`src/shared/seq_pkg.sv`:
```
// Purpose: Constants shared by the dual-rail sleep sequencer
// Assumes: 100 MHz ref_clk
// Notes: Long counts are also top-level parameters
package seq_pkg;
   localparam int unsigned CLK_MHZ = 100;
   localparam int unsigned SS_INTERVAL_US = 8200; // Soft-start interval
   localparam int unsigned SS_CYCLES = SS_INTERVAL_US * CLK_MHZ;
   localparam int unsigned S3_DELAY_US = 60; // S0 to S3 delay
   localparam int unsigned S3_DELAY_CYCLES = S3_DELAY_US * CLK_MHZ;
   localparam int unsigned DEGLITCH_NS = 200; // Sleep input filter
   localparam int unsigned DEGLITCH_CYCLES = (DEGLITCH_NS + 9) / 10;
   localparam int unsigned WAKE_SS_COUNT = 3; // Soft-starts before wake
   localparam int unsigned UV_RETRIES = 3; // Retries before latch-off
   localparam int unsigned CNT_W = 24;
   localparam int unsigned FILT_W = 8;
   typedef enum logic [1:0] {SEL_ACTIVE, SEL_SHALLOW, SEL_DEEP} sel_t;
   typedef enum logic [2:0] {
      ST_POR_WAIT, ST_RAMP, ST_SLEEP, ST_UV_OFF, ST_LATCHED, ST_WAKE_WAIT,
      ST_AWAKE
   } seq_state_t;
endpackage : seq_pkg

```
`src/input_filter.sv`:
```
// Purpose: Two-flop synchroniser plus stability filter for one input
// Assumes: Input is asynchronous to ref_clk
// Notes: Output changes only after the level holds for the full count
`timescale 1ns/1ns
`default_nettype none
module input_filter
   import seq_pkg::*;
#(
   parameter logic [FILT_W-1:0] COUNT = FILT_W'(DEGLITCH_CYCLES)
)(
   input wire logic ref_clk, // Clock
   input wire logic reset, // Sync reset, high
   input wire logic clk_en, // Freezes state when low
   input wire logic raw_in, // Asynchronous pin
   output logic filt_q // Filtered level
);
   logic sync1_q;
   logic sync2_q;
   logic [FILT_W-1:0] cnt_q;

   // Synchroniser; first flop feeds only the second
   always_ff @(posedge ref_clk)
   begin
      if (reset)
      begin
         sync1_q <= 1'b1;
         sync2_q <= 1'b1;
      end
      else if (clk_en)
      begin
         sync1_q <= raw_in;
         sync2_q <= sync1_q;
      end
   end

   // Stability counter rejects short spurious pulses
   always_ff @(posedge ref_clk)
   begin
      if (reset)
      begin
         cnt_q <= '0;
         filt_q <= 1'b1;
      end
      else if (clk_en)
      begin
         if (sync2_q == filt_q)
            cnt_q <= '0;
         else if (cnt_q >= COUNT - FILT_W'(1))
         begin
            cnt_q <= '0;
            filt_q <= sync2_q;
         end
         else
            cnt_q <= cnt_q + FILT_W'(1);
      end
   end
endmodule : input_filter
`default_nettype wire

```
`src/acpi_dual_rail_sequencer.sv`:
```
// Purpose: Digital sequencing of a dual-rail ACPI power controller
// Assumes: reset is the supply POR; rail_12v_ok and aux_rail_sense from
//    comparators, asynchronous to ref_clk
// Notes: Analog drive is modelled as enables
// Summary of operation
// - Both high active, deep high shallow low S3, both low S4/S5.
// - Deep low with shallow high keeps the previous selection.
// - S4/S5 never goes straight to S3.
// - Standby PFET gate on in S3 sleep.
// - Variant option keeps PFET gate on in S4/S5 too.
// - S0 to S3 waits 60 us; S0 to S4/S5 is immediate.
// - Sleep inputs are deglitched.
// - Wait one soft-start interval after supply POR release.
// - Digital soft-start ramp of 3.3V; at end PFET gate fully low, except in S4/S5 without the variant option.
// - Option variant sinks soft-start current for one period first.
// - No S0 entry until the 12V rail POR is satisfied.
// - Three soft-starts after 12V POR: release, PFET off, LDO standby.
// - Gate-release output only pulls low or floats.
// - Undervoltage watch only in sleep and after initial ramp.
// - Undervoltage is the comparator trip below 2.475V, 25% under.
// - Undervoltage disables LDO, retries after one soft-start interval.
// - Fourth undervoltage after 3 retries latches off until POR.
`timescale 1ns/1ns
`default_nettype none
module acpi_dual_rail_sequencer
   import seq_pkg::*;
#(
   parameter bit KEEP_5V_IN_DEEP = 1'b0, // Variant option
   parameter logic [CNT_W-1:0] SS_COUNT = CNT_W'(SS_CYCLES),
   parameter logic [CNT_W-1:0] S3_COUNT = CNT_W'(S3_DELAY_CYCLES)
)(
   input wire logic ref_clk, // 100 MHz clock
   input wire logic reset, // Supply POR, sync, high
   input wire logic clk_en, // Freezes all state when low
   input wire logic sleep_shallow_n, // Shallow sleep pin, low active
   input wire logic sleep_deep_n, // Deep sleep pin, low active
   input wire logic rail_12v_ok, // 12V rail above POR level
   input wire logic aux_rail_sense, // High when 3.3V below 2.475V
   output logic nfet_gate_release_o, // Always low when driven
   output logic nfet_gate_release_oe, // High while pulling low
   output logic standby_pfet_gate, // High means gate pulled high (off)
   output logic pfet_ss_sink, // Soft-start current sink on
   output logic ldo_enable, // 3.3V standby regulator on
   output logic ldo_soft_start, // Regulator ramp in progress
   output logic ldo_latched_off // Latch-off after repeated faults
);
   logic shallow_f;
   logic deep_f;
   logic v12_s1_q;
   logic v12_s2_q;
   logic uv_s1_q;
   logic uv_s2_q;
   sel_t sel_q;
   sel_t req;
   logic req_valid;
   seq_state_t state_q;
   logic [CNT_W-1:0] tmr_q;
   logic [CNT_W-1:0] dly_q;
   logic [1:0] wake_cnt_q;
   logic [1:0] retry_q;
   logic ramp_done_q;

   // True once a counter has reached its terminal count
   function automatic logic at_end(input logic [CNT_W-1:0] cnt,
                                   input logic [CNT_W-1:0] term);
      at_end = (cnt >= term - CNT_W'(1));
   endfunction : at_end

   input_filter u_filt_shallow (
      .ref_clk(ref_clk),
      .reset(reset),
      .clk_en(clk_en),
      .raw_in(sleep_shallow_n),
      .filt_q(shallow_f)
   );

   input_filter u_filt_deep (
      .ref_clk(ref_clk),
      .reset(reset),
      .clk_en(clk_en),
      .raw_in(sleep_deep_n),
      .filt_q(deep_f)
   );

   // Comparator levels cross into ref_clk through two flops
   always_ff @(posedge ref_clk)
   begin
      if (reset)
      begin
         v12_s1_q <= 1'b0;
         v12_s2_q <= 1'b0;
         uv_s1_q <= 1'b0;
         uv_s2_q <= 1'b0;
      end
      else if (clk_en)
      begin
         v12_s1_q <= rail_12v_ok;
         v12_s2_q <= v12_s1_q;
         uv_s1_q <= aux_rail_sense;
         uv_s2_q <= uv_s1_q;
      end
   end

   // Pin decode; the sleep pins follow the controller's requests
   always_comb
   begin
      req = sel_q;
      req_valid = 1'b1;
      case ({deep_f, shallow_f})
         2'b11: req = SEL_ACTIVE;
         2'b10: req = SEL_SHALLOW;
         2'b00: req = SEL_DEEP;
         default: req_valid = 1'b0;
      endcase
   end

   // Selected state; S0 to S3 goes through the delay counter
   always_ff @(posedge ref_clk)
   begin
      if (reset)
      begin
         sel_q <= SEL_DEEP;
         dly_q <= '0;
      end
      else if (clk_en)
      begin
         dly_q <= '0;
         if (!req_valid)
            sel_q <= sel_q;
         else if (sel_q == SEL_DEEP && req == SEL_SHALLOW)
            sel_q <= SEL_DEEP;
         else if (sel_q == SEL_ACTIVE && req == SEL_SHALLOW)
         begin
            // Short excursions toward S3 restart the wait
            if (at_end(dly_q, S3_COUNT))
               sel_q <= SEL_SHALLOW;
            else
               dly_q <= dly_q + CNT_W'(1);
         end
         else
            sel_q <= req;
      end
   end

   // Sequencing state machine with shared interval timer
   always_ff @(posedge ref_clk)
   begin
      if (reset)
      begin
         state_q <= ST_POR_WAIT;
         tmr_q <= '0;
         wake_cnt_q <= '0;
         retry_q <= '0;
         ramp_done_q <= 1'b0;
      end
      else if (clk_en)
      begin
         case (state_q)
            ST_POR_WAIT:
            begin
               if (at_end(tmr_q, SS_COUNT))
               begin
                  tmr_q <= '0;
                  state_q <= ST_RAMP;
               end
               else
                  tmr_q <= tmr_q + CNT_W'(1);
            end
            ST_RAMP:
            begin
               if (at_end(tmr_q, SS_COUNT))
               begin
                  tmr_q <= '0;
                  ramp_done_q <= 1'b1;
                  state_q <= ST_SLEEP;
               end
               else
                  tmr_q <= tmr_q + CNT_W'(1);
            end
            ST_SLEEP:
            begin
               tmr_q <= '0;
               wake_cnt_q <= '0;
               if (sel_q != SEL_ACTIVE && ramp_done_q && uv_s2_q)
               begin
                  if (retry_q == 2'(UV_RETRIES))
                     state_q <= ST_LATCHED;
                  else
                     state_q <= ST_UV_OFF;
               end
               else if (sel_q == SEL_ACTIVE && v12_s2_q)
                  state_q <= ST_WAKE_WAIT;
            end
            ST_UV_OFF:
            begin
               if (at_end(tmr_q, SS_COUNT))
               begin
                  tmr_q <= '0;
                  retry_q <= retry_q + 2'd1;
                  state_q <= ST_RAMP;
               end
               else
                  tmr_q <= tmr_q + CNT_W'(1);
            end
            ST_LATCHED:
               state_q <= ST_LATCHED;
            ST_WAKE_WAIT:
            begin
               if (sel_q != SEL_ACTIVE || !v12_s2_q)
               begin
                  tmr_q <= '0;
                  state_q <= ST_SLEEP;
               end
               else if (at_end(tmr_q, SS_COUNT))
               begin
                  tmr_q <= '0;
                  if (wake_cnt_q == 2'(WAKE_SS_COUNT - 1))
                     state_q <= ST_AWAKE;
                  else
                     wake_cnt_q <= wake_cnt_q + 2'd1;
               end
               else
                  tmr_q <= tmr_q + CNT_W'(1);
            end
            ST_AWAKE:
            begin
               // Sleep entry brings the regulator back without a new ramp
               if (sel_q != SEL_ACTIVE || !v12_s2_q)
                  state_q <= ST_SLEEP;
            end
            default:
               state_q <= ST_POR_WAIT;
         endcase
      end
   end

   // Output drive, registered so every pin comes from a flop
   always_ff @(posedge ref_clk)
   begin
      if (reset)
      begin
         nfet_gate_release_o <= 1'b0;
         nfet_gate_release_oe <= 1'b1;
         standby_pfet_gate <= 1'b1;
         pfet_ss_sink <= 1'b0;
         ldo_enable <= 1'b0;
         ldo_soft_start <= 1'b0;
         ldo_latched_off <= 1'b0;
      end
      else if (clk_en)
      begin
         nfet_gate_release_o <= 1'b0;
         nfet_gate_release_oe <= (state_q != ST_AWAKE);
         ldo_enable <= (state_q == ST_RAMP || state_q == ST_SLEEP ||
                        state_q == ST_WAKE_WAIT);
         ldo_soft_start <= (state_q == ST_RAMP);
         ldo_latched_off <= (state_q == ST_LATCHED);
         pfet_ss_sink <= KEEP_5V_IN_DEEP && state_q == ST_RAMP &&
                         !ramp_done_q;
         if (state_q == ST_AWAKE)
            standby_pfet_gate <= 1'b1;
         else if (state_q == ST_POR_WAIT || state_q == ST_RAMP && !ramp_done_q)
            standby_pfet_gate <= 1'b1;
         else if (sel_q == SEL_SHALLOW)
            standby_pfet_gate <= 1'b0;
         else if (sel_q == SEL_DEEP)
            standby_pfet_gate <= !KEEP_5V_IN_DEEP;
         else
            standby_pfet_gate <= 1'b0;
      end
   end
endmodule : acpi_dual_rail_sequencer
`default_nettype wire

```
`config.mk`:
```
export PLATFORM = sky130hd
export DESIGN_NAME = acpi_dual_rail_sequencer
export DESIGN_NICKNAME = d
export VERILOG_FILES = /design/src/shared/seq_pkg.sv /design/src/input_filter.sv /design/src/acpi_dual_rail_sequencer.sv
export SDC_FILE = /design/constraint.sdc
export NUM_CORES = 1
export LEC_CHECK = 0
export BUFFER_PORTS_ARGS = -buffer_cell sky130_fd_sc_hd__buf_2
export CAP_MARGIN = 30
export CELL_PAD_IN_SITES_DETAIL_PLACEMENT = 0
export CELL_PAD_IN_SITES_GLOBAL_PLACEMENT = 2
export CORE_MARGIN = 2
export CORE_UTILIZATION = 41
export CTS_CLUSTER_SIZE = 24
export DETAILED_ROUTE_END_ITERATION = 10
export PLACE_DENSITY = 0.83
export SETUP_SLACK_MARGIN = 0.15
export SYNTH_ARGS = -nofsm -noshare
export SYNTH_HDL_FRONTEND = slang
export SYNTH_SLANG_ARGS = --single-unit
export TNS_END_PERCENT = 10
```
`constraint.sdc`:
```
create_clock -name ref_clk -period 4 [get_ports ref_clk]
set_input_delay 0.2 -clock ref_clk [delete_from_list [all_inputs] [get_ports ref_clk]]
set_output_delay 0.2 -clock ref_clk [all_outputs]
set_load 0.1 [all_outputs]
```
==> flow_summary.toml <==
[clocking]
clk_latency_ns = 0.37
cts_tree = "built"
clk_pin_slew_ns = 0.09
cts_root_buffer = "clkbuf_8"
cts.htree.levels = 3
cts_buffers = 9
postCtsSetupBuffers = 0
cts.sinks = 89
hold_buffers = 0
cts.path.max_buffers = 2
cts_resized = 0

[synthesis]
synth_edf_count = 0
syn_area_mm2 = 0.00436
ys_seq_area_share_pct = 40.8
yosysMostFrequentCell = "dfxtp_1"
synth-main-ff-cell = "dfxtp_1"
ys.warnings.count = 0
yosysTopAreaCellShare_pct = 40.8
yosys-top-cells-area = "dfxtp_1 (41%), nand2_1 (4.6%), nor2_1 (4.3%)"
postSynthAreaPerCell_um2 = 8.49
synth_cells = 514
ys_types = 68
yosys-top-cells-count = "dfxtp_1 (89), nand2_1 (54), nor2_1 (50)"
ys_async_sr_fraction_pct = 0
synth_top_area_cell = "dfxtp_1"
synth.ff_latch_count = 89

[global_routing]
grt_overflow = 0
grt_use_total_pct = 17.1
grt_max_degree = 42
grt_pass1_wl_mm = 15.8
antenna_found_initial = 0
grt_pass1_vias = 3358

[setup_path]
critPathLaunchType = "register"
critPathMaxStageDelay_ns = 0.77
endpoint_kind = "register"
cp.arrival_ns = 2.86
worstSetupPathType = "register to register"
r2r-start = "tmr_q[0]"
critical-path-slowest-cell = "o211a_1"
ff2ff_path_depth = 6
r2r_end = "tmr_q[18]"
crit_chain = "ha_1 -> a2111oi_2 -> o211a_1 -> buf_4 -> o2111ai_1 -> a31oi_1"
crit_required_ns = 4.30
rrSetupSlack_ns = 1.43
critPathMaxFanout = 26

[power]
clockPowerShare_pct = 43.2
power_density_mw_per_mm2 = 370
p_sw_share_pct = 23.1
comb_power_share_pct = 4.8
power.switching_mw = 0.402
intPower_mw = 1.34
seq_power_share_pct = 52.0
p_leak_nw = 1.61
peakVddDrop_v = 0.000264

[sta]
rsz0062_at_grt = "false"
fin_crit_sh_pct = 64.2
setup_viol = 0
setup_tns_ns = 0
final_hold_viol_count = 0
tightestPinTransition_ns = 0.831
setup_slack_ns = 1.43
final-max-slew-violation-count = 0
min_period_ns = 2.57
clock_skew_ns = 0.00852
max_freq_mhz = 390
max_slew_margin_pct = 44.6

[route]
dr.pass1.iters = 4
vias = 3683
drt-initial-drc-count = 169
drc = 0
wl_per_cell_um = 14.4
via_per_inst = 5.67
drt_wl_total_mm = 9.39
ant_nets = 0

[placement]
port_buffers = 11
gp_congestion = 0.814
post-place-ws_ns = 1.47
hpwl_mm = 6.22

[min_path]
min_from = "sleep_shallow_n"
hp-class = "primary input to register"
min_path_cells = 2
min_to = "u_filt_shallow.sync1_q"

[cells_and_area]
fin_nets = 522
area_growth_pct = 7.77
n_antenna_cell = 0
final_layout_size_suffix_gt1_share_pct = 8.37
post-route-util_pct = 45.5

[die]
start_util_pct = 42.3
die_y_um = 107
die-area_mm2 = 0.0115
ios = 14
core-area_mm2 = 0.0103
rows = 37
die_w_um = 107

[status]
status = "completed"

[flow_run]
timing.max_cap.violations = 0
## cells in the final DEF, fill, tap and decap left out, drive strengths merged, types with 5 or more instances in the layout
| master | count |
|---|---|
| nor3b | 8 |
| mux2i | 14 |
| nand4 | 24 |
| nand2b | 5 |
| nand3 | 30 |
| nor2 | 50 |
| nor2b | 5 |
| nor3 | 13 |
| ha | 6 |
| o21ai | 13 |
| and4 | 5 |
| and2 | 10 |
| inv | 20 |
| clkbuf | 10 |
| nor4 | 11 |
| xor2 | 8 |
| a21oi | 20 |
| a31oi | 22 |
| dfxtp | 89 |
| and3 | 7 |
| buf | 17 |
| nand2 | 54 |
## stage by stage
step / cell area (µm²) / total power, mW / hold slack [ns] / cells
floorplan: 4370 / 0.991 / 0.322 / 515
CTS: 4700 / 1.77 / 0.0241 / 650
global route: 4700 / 1.81 / 0.0360 / 650
finish: 4700 / 1.74 / 0.0393 / 650
detailed placement: 4460 / 1.01 / 0.414 / 634
global placement: 4450 / 1.01 / 0.409 / 633
## worst max-delay path by stage
stage	cells after the start	end	from
after floorplan	7	dly_q[8]	dly_q[0]
after global placement	6	tmr_q[2]	tmr_q[0]
after detailed placement	6	tmr_q[18]	tmr_q[0]
after CTS	6	tmr_q[18]	tmr_q[0]
after global routing	6	tmr_q[18]	tmr_q[0]
final	6	tmr_q[18]	tmr_q[0]
## registers in the layout (all words and copies together) (netlist names), 2 cells and up
| name | flops |
|---|---|
| retry_q | 2 |
| tmr_q | 24 |
| u_filt_deep.cnt_q | 8 |
| dly_q | 24 |
| u_filt_shallow.cnt_q | 8 |
| wake_cnt_q | 2 |
| sel_q | 2 |
| state_q | 3 |
## worst max-delay path: cells and delay by family, from the launching register on
kind,cells,cell delay (ns)
AOI/OAI and AO/OA,4,1.44
buffers and inverters,1,0.36
DFF,1,0.35
adders and majority gates,1,0.33
## kinds of logic (layout without fill, tap and decap cells)
group	after synthesis	in the layout	share of synthesized area, %
and+or+nand+nor	238	238	29.4
AOI/OAI and AO/OA	99	99	16.3
DFF	89	89	40.8
buffers and inverters	54	53	5.79
muxes	15	15	3.47
xor gates and xnor gates	12	12	2.41
adders and majority gates	6	6	1.72
other	1	2	0.0860
## power groups by stage
| stage | registers (mW) | clock network (mW) | logic [mW] |
|---|---|---|---|
| after floorplan | 0.927 | 0 | 0.0641 |
| after detailed placement | 0.925 | 0 | 0.0844 |
| after global placement | 0.925 | 0 | 0.0836 |
| after global routing | 0.906 | 0.807 | 0.0920 |
| after CTS | 0.904 | 0.779 | 0.0848 |
| final | 0.904 | 0.752 | 0.0836 |
## area by class of cell
class / count / area [µm²]
clock inverter: 6 / 115
timing repair buffer: 17 / 100
tap: 136 / 170
multi-input combinational: 372 / 2330
inverter: 20 / 75.1
sequential: 89 / 1780
clock buffer: 10 / 128
fill: 1010 / 5620
## routing by layer
metal  GRT usage, %  wire length, µm
met1           22.5             4670
met2           27.3             4310
met3           4.80              300
met4           5.01              101
met5              0                0
(Power assumes the default switching activity.)
